File: config.mk
export PLATFORM = sky130hd
export DESIGN_NAME = eag_core
export DESIGN_NICKNAME = d
export VERILOG_FILES = /design/src/include/eag_pkg.sv /design/src/hw/eag_core.sv
export SDC_FILE = /design/constraint.sdc
export NUM_CORES = 1
export LEC_CHECK = 0
export ABC_AREA = 1
export BUFFER_PORTS_ARGS = -buffer_cell sky130_fd_sc_hd__buf_4
export CELL_PAD_IN_SITES_DETAIL_PLACEMENT = 1
export CELL_PAD_IN_SITES_GLOBAL_PLACEMENT = 2
export CORE_ASPECT_RATIO = 0.6
export CORE_MARGIN = 2
export CORE_UTILIZATION = 31
export DETAILED_ROUTE_END_ITERATION = 7
export GPL_ROUTABILITY_DRIVEN = 0
export HOLD_SLACK_MARGIN = 0.05
export PLACE_DENSITY_LB_ADDON = 0.1
export SLEW_MARGIN = 40
export SYNTH_ARGS = -nofsm -noshare
export SYNTH_HDL_FRONTEND = slang
export SYNTH_SLANG_ARGS = --single-unit
File: constraint.sdc
create_clock -name ref_clk -period 10.6 [get_ports ref_clk]
set_input_delay 0.53 -clock ref_clk [delete_from_list [all_inputs] [get_ports ref_clk]]
set_output_delay 0.53 -clock ref_clk [all_outputs]
set_load 0.005 [all_outputs]
File: src/include/eag_pkg.sv
// Purpose: Shared constants and types for the effective address generator
// Assumes: 16-bit working registers, one request per cycle
// Notes: Mode codes are the three-bit operand mode field
package eag_pkg;
	localparam int DATA_W = 16;
	localparam int NUM_WREG = 16;
	// Operand mode field codes
	localparam logic [2:0] MODE_DIRECT = 3'h0;
	localparam logic [2:0] MODE_INDIRECT = 3'h1;
	localparam logic [2:0] MODE_POST_DEC = 3'h2;
	localparam logic [2:0] MODE_POST_INC = 3'h3;
	localparam logic [2:0] MODE_PRE_DEC = 3'h4;
	localparam logic [2:0] MODE_PRE_INC = 3'h5;
	localparam logic [2:0] MODE_INDEXED = 3'h6;
	localparam logic [2:0] MODE_LIT_OFS = 3'h7;
	// Literal operand kinds
	localparam logic [1:0] LIT_NONE = 2'h0;
	localparam logic [1:0] LIT_8 = 2'h1;
	localparam logic [1:0] LIT_16 = 2'h2;
	// Fixed register indices
	localparam logic [3:0] X_PREFETCH_POINTER_A = 4'h8;
	localparam logic [3:0] X_PREFETCH_POINTER_B = 4'h9;
	localparam logic [3:0] Y_PREFETCH_POINTER_A = 4'ha;
	localparam logic [3:0] Y_PREFETCH_POINTER_B = 4'hb;
	localparam logic [3:0] FRAME_PTR_IDX = 4'he;
	// Modification steps and literal widths
	localparam logic [15:0] WORD_STEP = 16'h0002;
	localparam logic [15:0] BYTE_STEP = 16'h0001;
	localparam int TIMED_INTERRUPT_DISABLE_LIT_W = 14;
	localparam int LIT8_W = 8;
	localparam logic [15:0] RESET_WREG = 16'h0000;
	typedef enum logic [7:0] {
		CLS_GENERAL = 8'h01,
		CLS_MOVE = 8'h02,
		CLS_MAC = 8'h04,
		CLS_BRANCH = 8'h08,
		CLS_TIMED_INTERRUPT_DISABLE = 8'h10,
		CLS_IMPLIED = 8'h20,
		CLS_NOP = 8'h40,
		CLS_FILE = 8'h80
	} eag_class_type;
	typedef struct packed {
		eag_class_type cls;
		logic [2:0] src_mode;
		logic [3:0] src_ptr;
		logic [2:0] dst_mode;
		logic [3:0] dst_ptr;
		logic [3:0] offset_idx;
		logic [1:0] lit_kind;
		logic [15:0] literal;
		logic [1:0] mac_step;
		logic byte_op;
	} eag_req_type;
	typedef struct packed {
		logic [15:0] src_ea;
		logic [15:0] dst_ea;
		logic [15:0] src_data;
		logic [15:0] lit_val;
		logic [3:0] reg_idx;
		logic src_mem;
		logic dst_mem;
		logic src_is_reg;
		logic dst_is_reg;
		logic lit_op;
		logic x_sel;
		logic y_sel;
		logic fault;
	} eag_rsp_type;
endpackage

File: src/hw/eag_core.sv
// Purpose: Operand decode and effective address generation for a 16-bit core
// Assumes: Requests arrive decoded from the instruction word, one per cycle
// Notes: Results appear one cycle after the request; pointer updates land then too
`timescale 1ns/1ps
`default_nettype none

// Functional notes
// - File direct: address comes from the instruction field, no register used
// - Register direct: the selected working register is the operand, no memory
// - Indirect: pointer register value is the effective address
// - Post-modify: access at pointer, then step it and write back
// - Pre-modify: add signed step to pointer first, result is the address
// - Indexed: address is pointer plus offset register
// - Literal offset: address is pointer plus instruction literal
// - Move decodes source and destination modes apart, sharing one offset field
// - Move accepts indexed mode plus 8-bit and 16-bit literal operands
// - Dual-operand DSP class only takes registers 8 to 11 as pointers
// - Registers 8,9 go to X generator; 10,11 go to Y generator
// - DSP class indexed mode only on register 9 (X) and 11 (Y)
// - DSP class allows indirect, indexed, post-modify by 2, 4 or 6
// - Branch target formed from 16-bit signed literal
// - Timed interrupt disable operand is a 14-bit unsigned literal
// - Frame unlink uses an implied register; no-op decodes no fields
// - Each instruction class accepts only its own subset of modes
module eag_core (
	// Clock, reset, enable
	input wire logic ref_clk,
	input wire logic resetn,
	input wire logic ce,
	// Decoded request
	input wire logic req_valid,
	input wire eag_pkg::eag_req_type req,
	input wire logic [15:0] pc,
	// Register write from the datapath
	input wire logic wr_en,
	input wire logic [3:0] wr_idx,
	input wire logic [15:0] wr_data,
	// Result
	output logic rsp_valid,
	output eag_pkg::eag_rsp_type rsp
);

////////////////////////////////////////////////////////////////////////////////
	logic [1:0] rst_sync_reg;
	logic rst_n;
	logic [15:0] wreg [eag_pkg::NUM_WREG];
	eag_pkg::eag_rsp_type rsp_next;
	logic src_wb, dst_wb, fault;
	logic [15:0] src_new, dst_new, step, offset_val, src_base, dst_base;
	logic [15:0] src_ea, dst_ea;

	always_ff @(posedge ref_clk or negedge resetn)
	begin
		if (!resetn)
			rst_sync_reg <= 2'h0;
		else
			rst_sync_reg <= {rst_sync_reg[0], 1'b1};
	end
	assign rst_n = rst_sync_reg[1];

////////////////////////////////////////////////////////////////////////////////
	// Mode subset per class and pointer
	function automatic logic mode_ok(eag_pkg::eag_class_type cls, logic [2:0] mode,
		logic [3:0] ptr, logic y_side);
		logic ok;
		ok = 1'b0;
		unique case (cls)
			eag_pkg::CLS_GENERAL: ok = (mode != eag_pkg::MODE_INDEXED);
			eag_pkg::CLS_MOVE: ok = 1'b1;
			eag_pkg::CLS_MAC:
			begin
				ok = y_side ? (ptr == eag_pkg::Y_PREFETCH_POINTER_A ||
					ptr == eag_pkg::Y_PREFETCH_POINTER_B) :
					(ptr == eag_pkg::X_PREFETCH_POINTER_A ||
					ptr == eag_pkg::X_PREFETCH_POINTER_B);
				if (mode == eag_pkg::MODE_INDEXED)
					ok = ok && (ptr == (y_side ? eag_pkg::Y_PREFETCH_POINTER_B :
						eag_pkg::X_PREFETCH_POINTER_B));
				else if (mode != eag_pkg::MODE_INDIRECT && mode != eag_pkg::MODE_POST_INC &&
					mode != eag_pkg::MODE_POST_DEC)
					ok = 1'b0;
			end
			default: ok = 1'b1;
		endcase
		return ok;
	endfunction

	// Address and pointer update for one operand
	function automatic logic [32:0] operand_calc(logic [2:0] mode, logic [15:0] base,
		logic [15:0] ofs, logic [15:0] lit, logic [15:0] stp);
		logic [15:0] ea, np;
		logic wb;
		ea = base;
		np = base;
		wb = 1'b0;
		unique case (mode)
			eag_pkg::MODE_DIRECT: ea = base;
			eag_pkg::MODE_INDIRECT: ea = base;
			eag_pkg::MODE_POST_DEC:
			begin
				np = base - stp;
				wb = 1'b1;
			end
			eag_pkg::MODE_POST_INC:
			begin
				np = base + stp;
				wb = 1'b1;
			end
			eag_pkg::MODE_PRE_DEC:
			begin
				np = base - stp;
				ea = np;
				wb = 1'b1;
			end
			eag_pkg::MODE_PRE_INC:
			begin
				np = base + stp;
				ea = np;
				wb = 1'b1;
			end
			eag_pkg::MODE_INDEXED: ea = base + ofs;
			eag_pkg::MODE_LIT_OFS: ea = base + lit;
		endcase
		return {wb, np, ea};
	endfunction

////////////////////////////////////////////////////////////////////////////////
	assign src_base = wreg[req.src_ptr];
	assign dst_base = wreg[req.dst_ptr];
	// one offset field serves both operands
	assign offset_val = wreg[req.offset_idx];
	// DSP steps are 2, 4 or 6
	assign step = (req.cls == eag_pkg::CLS_MAC) ? {13'h0000, req.mac_step, 1'b0} :
		(req.byte_op ? eag_pkg::BYTE_STEP : eag_pkg::WORD_STEP);

	always_comb
	begin
		logic [32:0] s, d;
		logic mac, mv, gen;
		s = operand_calc(req.src_mode, src_base, offset_val, req.literal, step);
		d = operand_calc(req.dst_mode, dst_base, offset_val, req.literal, step);
		mac = (req.cls == eag_pkg::CLS_MAC);
		mv = (req.cls == eag_pkg::CLS_MOVE);
		gen = (req.cls == eag_pkg::CLS_GENERAL);
		src_ea = s[15:0];
		dst_ea = d[15:0];
		src_new = s[31:16];
		dst_new = d[31:16];
		// illegal mode or class gives a fault and no side effects
		fault = 1'b0;
		unique case (req.cls)
			eag_pkg::CLS_GENERAL, eag_pkg::CLS_MAC:
				fault = !mode_ok(req.cls, req.src_mode, req.src_ptr, 1'b0) ||
					!mode_ok(req.cls, req.dst_mode, req.dst_ptr, mac) ||
					(mac && req.mac_step == 2'h0);
			eag_pkg::CLS_MOVE: fault = (req.lit_kind == 2'h3);
			eag_pkg::CLS_BRANCH, eag_pkg::CLS_TIMED_INTERRUPT_DISABLE, eag_pkg::CLS_IMPLIED,
			eag_pkg::CLS_NOP, eag_pkg::CLS_FILE: fault = 1'b0;
			default: fault = 1'b1;
		endcase
		src_wb = req_valid && !fault && (mv || gen || mac) && s[32] &&
			!(mv && req.lit_kind != eag_pkg::LIT_NONE);
		dst_wb = req_valid && !fault && (mv || gen || mac) && d[32];
		rsp_next = '0;
		rsp_next.fault = fault;
		rsp_next.reg_idx = req.dst_ptr;
		if (!fault)
		begin
			unique case (req.cls)
				eag_pkg::CLS_GENERAL, eag_pkg::CLS_MOVE:
				begin
					if (mv && req.lit_kind != eag_pkg::LIT_NONE)
					begin
						// literal source replaces the source operand
						rsp_next.lit_op = 1'b1;
						rsp_next.lit_val = (req.lit_kind == eag_pkg::LIT_8) ?
							{8'h00, req.literal[eag_pkg::LIT8_W-1:0]} : req.literal;
					end
					else
					begin
						rsp_next.src_ea = src_ea;
						rsp_next.src_data = src_base;
						rsp_next.src_is_reg = (req.src_mode == eag_pkg::MODE_DIRECT);
						rsp_next.src_mem = (req.src_mode != eag_pkg::MODE_DIRECT);
					end
					rsp_next.dst_ea = dst_ea;
					rsp_next.dst_is_reg = (req.dst_mode == eag_pkg::MODE_DIRECT);
					rsp_next.dst_mem = (req.dst_mode != eag_pkg::MODE_DIRECT);
				end
				eag_pkg::CLS_MAC:
				begin
					// source is X prefetch, destination is Y prefetch
					rsp_next.src_ea = src_ea;
					rsp_next.dst_ea = dst_ea;
					rsp_next.x_sel = 1'b1;
					rsp_next.y_sel = 1'b1;
					rsp_next.src_mem = 1'b1;
					rsp_next.dst_mem = 1'b1;
				end
				// signed literal offset from the current pc
				eag_pkg::CLS_BRANCH:
				begin
					rsp_next.src_ea = pc + req.literal;
					rsp_next.lit_val = req.literal;
					rsp_next.lit_op = 1'b1;
				end
				eag_pkg::CLS_TIMED_INTERRUPT_DISABLE:
				begin
					rsp_next.lit_val = {2'h0, req.literal[eag_pkg::TIMED_INTERRUPT_DISABLE_LIT_W-1:0]};
					rsp_next.lit_op = 1'b1;
				end
				eag_pkg::CLS_IMPLIED:
				begin
					rsp_next.reg_idx = eag_pkg::FRAME_PTR_IDX;
					rsp_next.src_data = wreg[eag_pkg::FRAME_PTR_IDX];
					rsp_next.dst_is_reg = 1'b1;
				end
				eag_pkg::CLS_FILE:
				begin
					rsp_next.src_ea = req.literal;
					rsp_next.src_mem = 1'b1;
				end
				eag_pkg::CLS_NOP: rsp_next.reg_idx = 4'h0;
				default: rsp_next.fault = 1'b1;
			endcase
		end
	end

////////////////////////////////////////////////////////////////////////////////
	// Working registers; a datapath write beats any pointer update
	genvar gi;
	generate
		for (gi = 0; gi < eag_pkg::NUM_WREG; gi++)
		begin : g_wreg
			always_ff @(posedge ref_clk or negedge rst_n)
			begin
				if (!rst_n)
					wreg[gi] <= eag_pkg::RESET_WREG;
				else if (ce)
				begin
					// data write first, then destination update, then source
					if (wr_en && wr_idx == 4'(gi))
						wreg[gi] <= wr_data;
					else if (dst_wb && req.dst_ptr == 4'(gi))
						wreg[gi] <= dst_new;
					else if (src_wb && req.src_ptr == 4'(gi))
						wreg[gi] <= src_new;
				end
			end
		end
	endgenerate

	always_ff @(posedge ref_clk or negedge rst_n)
	begin
		if (!rst_n)
		begin
			rsp_valid <= 1'b0;
			rsp <= '0;
		end
		else if (ce)
		begin
			rsp_valid <= req_valid;
			if (req_valid)
				rsp <= rsp_next;
		end
	end

////////////////////////////////////////////////////////////////////////////////
	logic [15:0] past_src_base;
	always_ff @(posedge ref_clk or negedge rst_n)
	begin
		if (!rst_n)
			past_src_base <= 16'h0000;
		else if (ce)
			past_src_base <= src_base;
	end

	indirect_ea_a: assert property (@(posedge ref_clk) disable iff (!rst_n)
		ce && req_valid && !fault && req.cls == eag_pkg::CLS_GENERAL &&
		req.src_mode == eag_pkg::MODE_INDIRECT |=> rsp.src_ea == past_src_base)
		else $error("indirect address differs from pointer");
	post_inc_a: assert property (@(posedge ref_clk) disable iff (!rst_n)
		ce && req_valid && !fault && req.cls == eag_pkg::CLS_GENERAL && !req.byte_op &&
		req.src_mode == eag_pkg::MODE_POST_INC && req.dst_ptr != req.src_ptr &&
		!(wr_en && wr_idx == req.src_ptr) |=>
		rsp.src_ea == past_src_base && wreg[$past(req.src_ptr)] == past_src_base + 16'h0002)
		else $error("post increment wrong");
	pre_dec_a: assert property (@(posedge ref_clk) disable iff (!rst_n)
		ce && req_valid && !fault && req.cls == eag_pkg::CLS_GENERAL && !req.byte_op &&
		req.src_mode == eag_pkg::MODE_PRE_DEC |=> rsp.src_ea == past_src_base - 16'h0002)
		else $error("pre decrement address wrong");
	direct_reg_a: assert property (@(posedge ref_clk) disable iff (!rst_n)
		ce && req_valid && !fault && req.cls == eag_pkg::CLS_MOVE &&
		req.lit_kind == eag_pkg::LIT_NONE && req.src_mode == eag_pkg::MODE_DIRECT |=>
		rsp.src_is_reg && !rsp.src_mem && rsp.src_data == past_src_base)
		else $error("register direct touched memory");
	mac_ptr_set_a: assert property (@(posedge ref_clk) disable iff (!rst_n)
		ce && req_valid && req.cls == eag_pkg::CLS_MAC && req.src_ptr[3:1] != 3'h4 |=>
		rsp_valid && rsp.fault)
		else $error("bad X prefetch pointer accepted");
	mac_index_a: assert property (@(posedge ref_clk) disable iff (!rst_n)
		ce && req_valid && req.cls == eag_pkg::CLS_MAC &&
		req.dst_mode == eag_pkg::MODE_INDEXED && req.dst_ptr != 4'hb |=> rsp.fault)
		else $error("Y indexed off the allowed pointer");
	gen_index_a: assert property (@(posedge ref_clk) disable iff (!rst_n)
		ce && req_valid && req.cls == eag_pkg::CLS_GENERAL &&
		req.src_mode == eag_pkg::MODE_INDEXED |=> rsp.fault)
		else $error("general class took indexed mode");
	timed_interrupt_disable_lit_a: assert property (@(posedge ref_clk) disable iff (!rst_n)
		ce && req_valid && req.cls == eag_pkg::CLS_TIMED_INTERRUPT_DISABLE |=>
		rsp.lit_val[15:14] == 2'h0 && rsp.lit_val[13:0] == $past(req.literal[13:0]))
		else $error("interrupt disable literal wrong");
	write_prio_a: assert property (@(posedge ref_clk) disable iff (!rst_n)
		ce && wr_en |=> wreg[$past(wr_idx)] == $past(wr_data))
		else $error("data write lost to pointer update");
	branch_tgt_a: assert property (@(posedge ref_clk) disable iff (!rst_n)
		ce && req_valid && req.cls == eag_pkg::CLS_BRANCH |=>
		rsp.src_ea == $past(pc) + $past(req.literal))
		else $error("branch target wrong");
endmodule
`default_nettype wire

==> results.py <==
metrics = {
    "critical_path": {
        "timing.critical_path.fanout_max": 99,
        "r2r_cells": 19,
        "end_kind": "flip-flop",
        "worstPathRequired_ns": 11.13,
        "reg2reg_slack_ns": 5.59,
        "crit_type": "in -> reg",
        "r2r-start": "wreg[178]",
        "critPathArrivalTime_ns": 6.48,
        "worst_setup_path_start_kind": "input port",
        "r2r_end": "wreg[108]",
    },
    "sta": {
        "setup_tns_ns": 0,
        "worstMarginPinSlew_ns": 0.944,
        "period_needed_ns": 5.95,
        "drv_slew": 0,
        "period_share_pct": 56.2,
        "setup_viol": 0,
        "fmax_mhz": 168,
        "rsz0062_at_grt": "false",
        "finalHoldViolations": 0,
        "fin_skew_ns": 0.0419,
        "max_slew_margin_pct": 36.8,
    },
    "yosys": {
        "ys_seq_area_share_pct": 25.5,
        "synthCells": 5485,
        "synthMostInstantiatedCell": "nand2_1",
        "ys_top_cells_by_area": "dfrtp_1 25%, nand2_1 23%, o21ai_0 6.3%",
        "ys.warnings.count": 0,
        "ys_seq_elements": 334,
        "synth_area_per_cell_um2": 5.98,
        "yosysTopAreaCellShare_pct": 25.5,
        "ys_async_sr_fraction_pct": 100,
        "synth_edf_count": 0,
        "ys.flop_type": "dfrtp_1",
        "synthDistinctLibCells": 61,
        "synthesis.nets": 5637,
        "synthesis.area_um2": 32800,
        "synth_area_leader_cell": "dfrtp_1",
        "synth.top_cells.by_count": "2,039 x nand2_1, 470 x nor2_1, 416 x o21ai_0, 387 x inv_1, 380 x nand3_1",
    },
    "global_routing": {
        "antenna_found_initial": 7,
        "grt_max_degree": 130,
        "overflow": 0,
        "met1_usage_pct": 59.0,
        "grt_usage_pct": 38.6,
        "grt_pass1_vias": 39100,
        "top_usage_layer": "met1",
        "grt_util_met2_pct": 48.3,
        "grt_pass1_wl_mm": 303,
        "grt_use_met3_pct": 14.7,
    },
    "min_path": {
        "min_to": "rsp[10]",
        "whs_path_depth": 3,
        "worstHoldPathType": "in -> reg",
        "min_from": "req[27]",
    },
    "drt": {
        "drcViolationCount": 0,
        "vias": 41500,
        "wl_per_cell_um": 31.0,
        "dr.pass1.iters": 6,
        "via_per_inst": 5.98,
        "ant_nets": 0,
        "wirelength_mm": 215,
        "drtIter0Drc": 5794,
    },
    "clocking": {
        "cts_setup_buffers": 0,
        "clock_sinks": 334,
        "cts-htree-levels": 2,
        "cts_tree": "built",
        "postCtsHoldBufs": 1,
        "cts_buffer_depth": 3,
        "root_buffer": "clkbuf_16",
        "clock_latency_ns": 0.66,
        "cts_buffers": 42,
        "cts_resized": 0,
        "clk_pin_slew_ns": 0.06,
    },
    "layout": {
        "syn_to_final_growth_pct": 11.6,
        "fillCellCount": 13900,
        "drive_gt1_share_pct": 11.5,
        "largest_register_ff_count": 256,
        "diodes": 0,
        "nNetsFinal": 5647,
    },
    "power_and_ir_drop": {
        "powerDensity_nw_per_um2": 159,
        "vdd_drop_max_v": 0.000109,
        "leakagePower_uw": 0.0181,
        "power_uw": 5810,
    },
    "placement": {
        "port_buffers": 164,
        "hpwl_mm": 160,
    },
    "die": {
        "rows": 92,
        "ios": 165,
        "initial_core_util_pct": 31.2,
        "die_h_um": 256,
        "fp.dieW_um": 424,
        "die-area_um2": 109000,
        "coreArea_um2": 105000,
    },
    "status": {
        "outcome": "finished clean",
    },
    "job": {
        "maxCapViolCount": 0,
    },
}
==> final cells by class <==
| class | instances | area (um^2) | area share [%] |
|---|---|---|---|
| timing repair buffer | 279 | 2170 | 5.94 |
| multi-input combinational | 4394 | 21200 | 58.0 |
| clock inverter | 13 | 148 | 0.403 |
| inverter | 444 | 1680 | 4.58 |
| tap | 1410 | 1760 | 4.82 |
| sequential | 334 | 8360 | 22.8 |
| clock buffer | 61 | 1240 | 3.40 |
==> through the flow <==
step / hold WS (ns) / utilization (%) / std cells / instance area, um^2 / setup slack, ns
final: 0.187 / 34.9 / 6935 / 36600 / 4.65
after global routing: 0.204 / 34.9 / 6935 / 36600 / 4.56
after CTS: 0.168 / 34.8 / 6933 / 36600 / 4.82
after detailed placement: 0.316 / 33.5 / 6858 / 35100 / 4.17
after global placement: 0.314 / 33.4 / 6854 / 35100 / 4.30
after floorplan: 0.234 / - / 5485 / 32800 / 0.602
==> power by group <==
part	internal [uW]	switching (uW)	leakage [uW]	total (uW)
clock network	885	708	0.000694	1590
logic	660	1740	0.0133	2400
registers	1520	298	0.00415	1820
==> placed cells by master, fill, tap and decap left out, drive strengths merged, types with 19 or more instances in the layout <==
cell    count
a21oi     308
nand3     429
nor3       30
o21ai     509
a31oi      31
or2        19
o22ai      61
nor2      536
clkbuf     61
nand2    2080
o211ai     75
inv       434
clkinv     20
dfrtp     334
o221ai     39
nand4     131
ha         57
buf       278
==> per-layer routing <==
metal / wire (um) / part of all wire, %
met1: 101000 / 47
met5: 24 / 0.011
met3: 29600 / 14
met4: 6670 / 3.1
met2: 77300 / 36
==> worst max path at each step <==
| stage | from | to | slack [ns] |
|---|---|---|---|
| after floorplan | rst_sync_reg[1] | rsp[0] | 0.60 |
| after global placement | req[25] | wreg[93] | 4.30 |
| after detailed placement | req[25] | wreg[204] | 4.17 |
| after CTS | req[25] | wreg[204] | 4.82 |
| after global routing | req[25] | wreg[124] | 4.56 |
| final | req[25] | wreg[108] | 4.65 |
==> cell families (layout without fill, tap and decap cells) <==
kind of cell	Yosys count	count (layout)	synth area share, %
other	1	1	0.0114
adders and majority gates	64	64	2.60
xor gates and xnor gates	14	14	0.397
AOI/OAI and AO/OA	1082	1082	18.6
DFF	334	334	25.5
buffers and inverters	757	797	10.2
and+or+nand+nor	3233	3233	42.8
==> worst max-delay path, stage by stage <==
cell and delay [ns]:
buf_4 0.41, buf_12 0.40, nand2_2 0.74, o221ai_1 0.41
nand2_1 0.18, nand4_1 0.42, ha_1 0.30, fa_1 0.21
inv_1 0.04, nor2_1 0.16, nor2_1 0.13, nor2_1 0.32
inv_1 0.12, nor2_1 0.16, nand3_1 0.11, nand3_1 0.61
nand3_2 0.58, nand2_1 0.19, nand3_1 0.09, nand2_1 0.07
inv_1 0.04
Note: power is estimated with default switching activity, not from simulation.
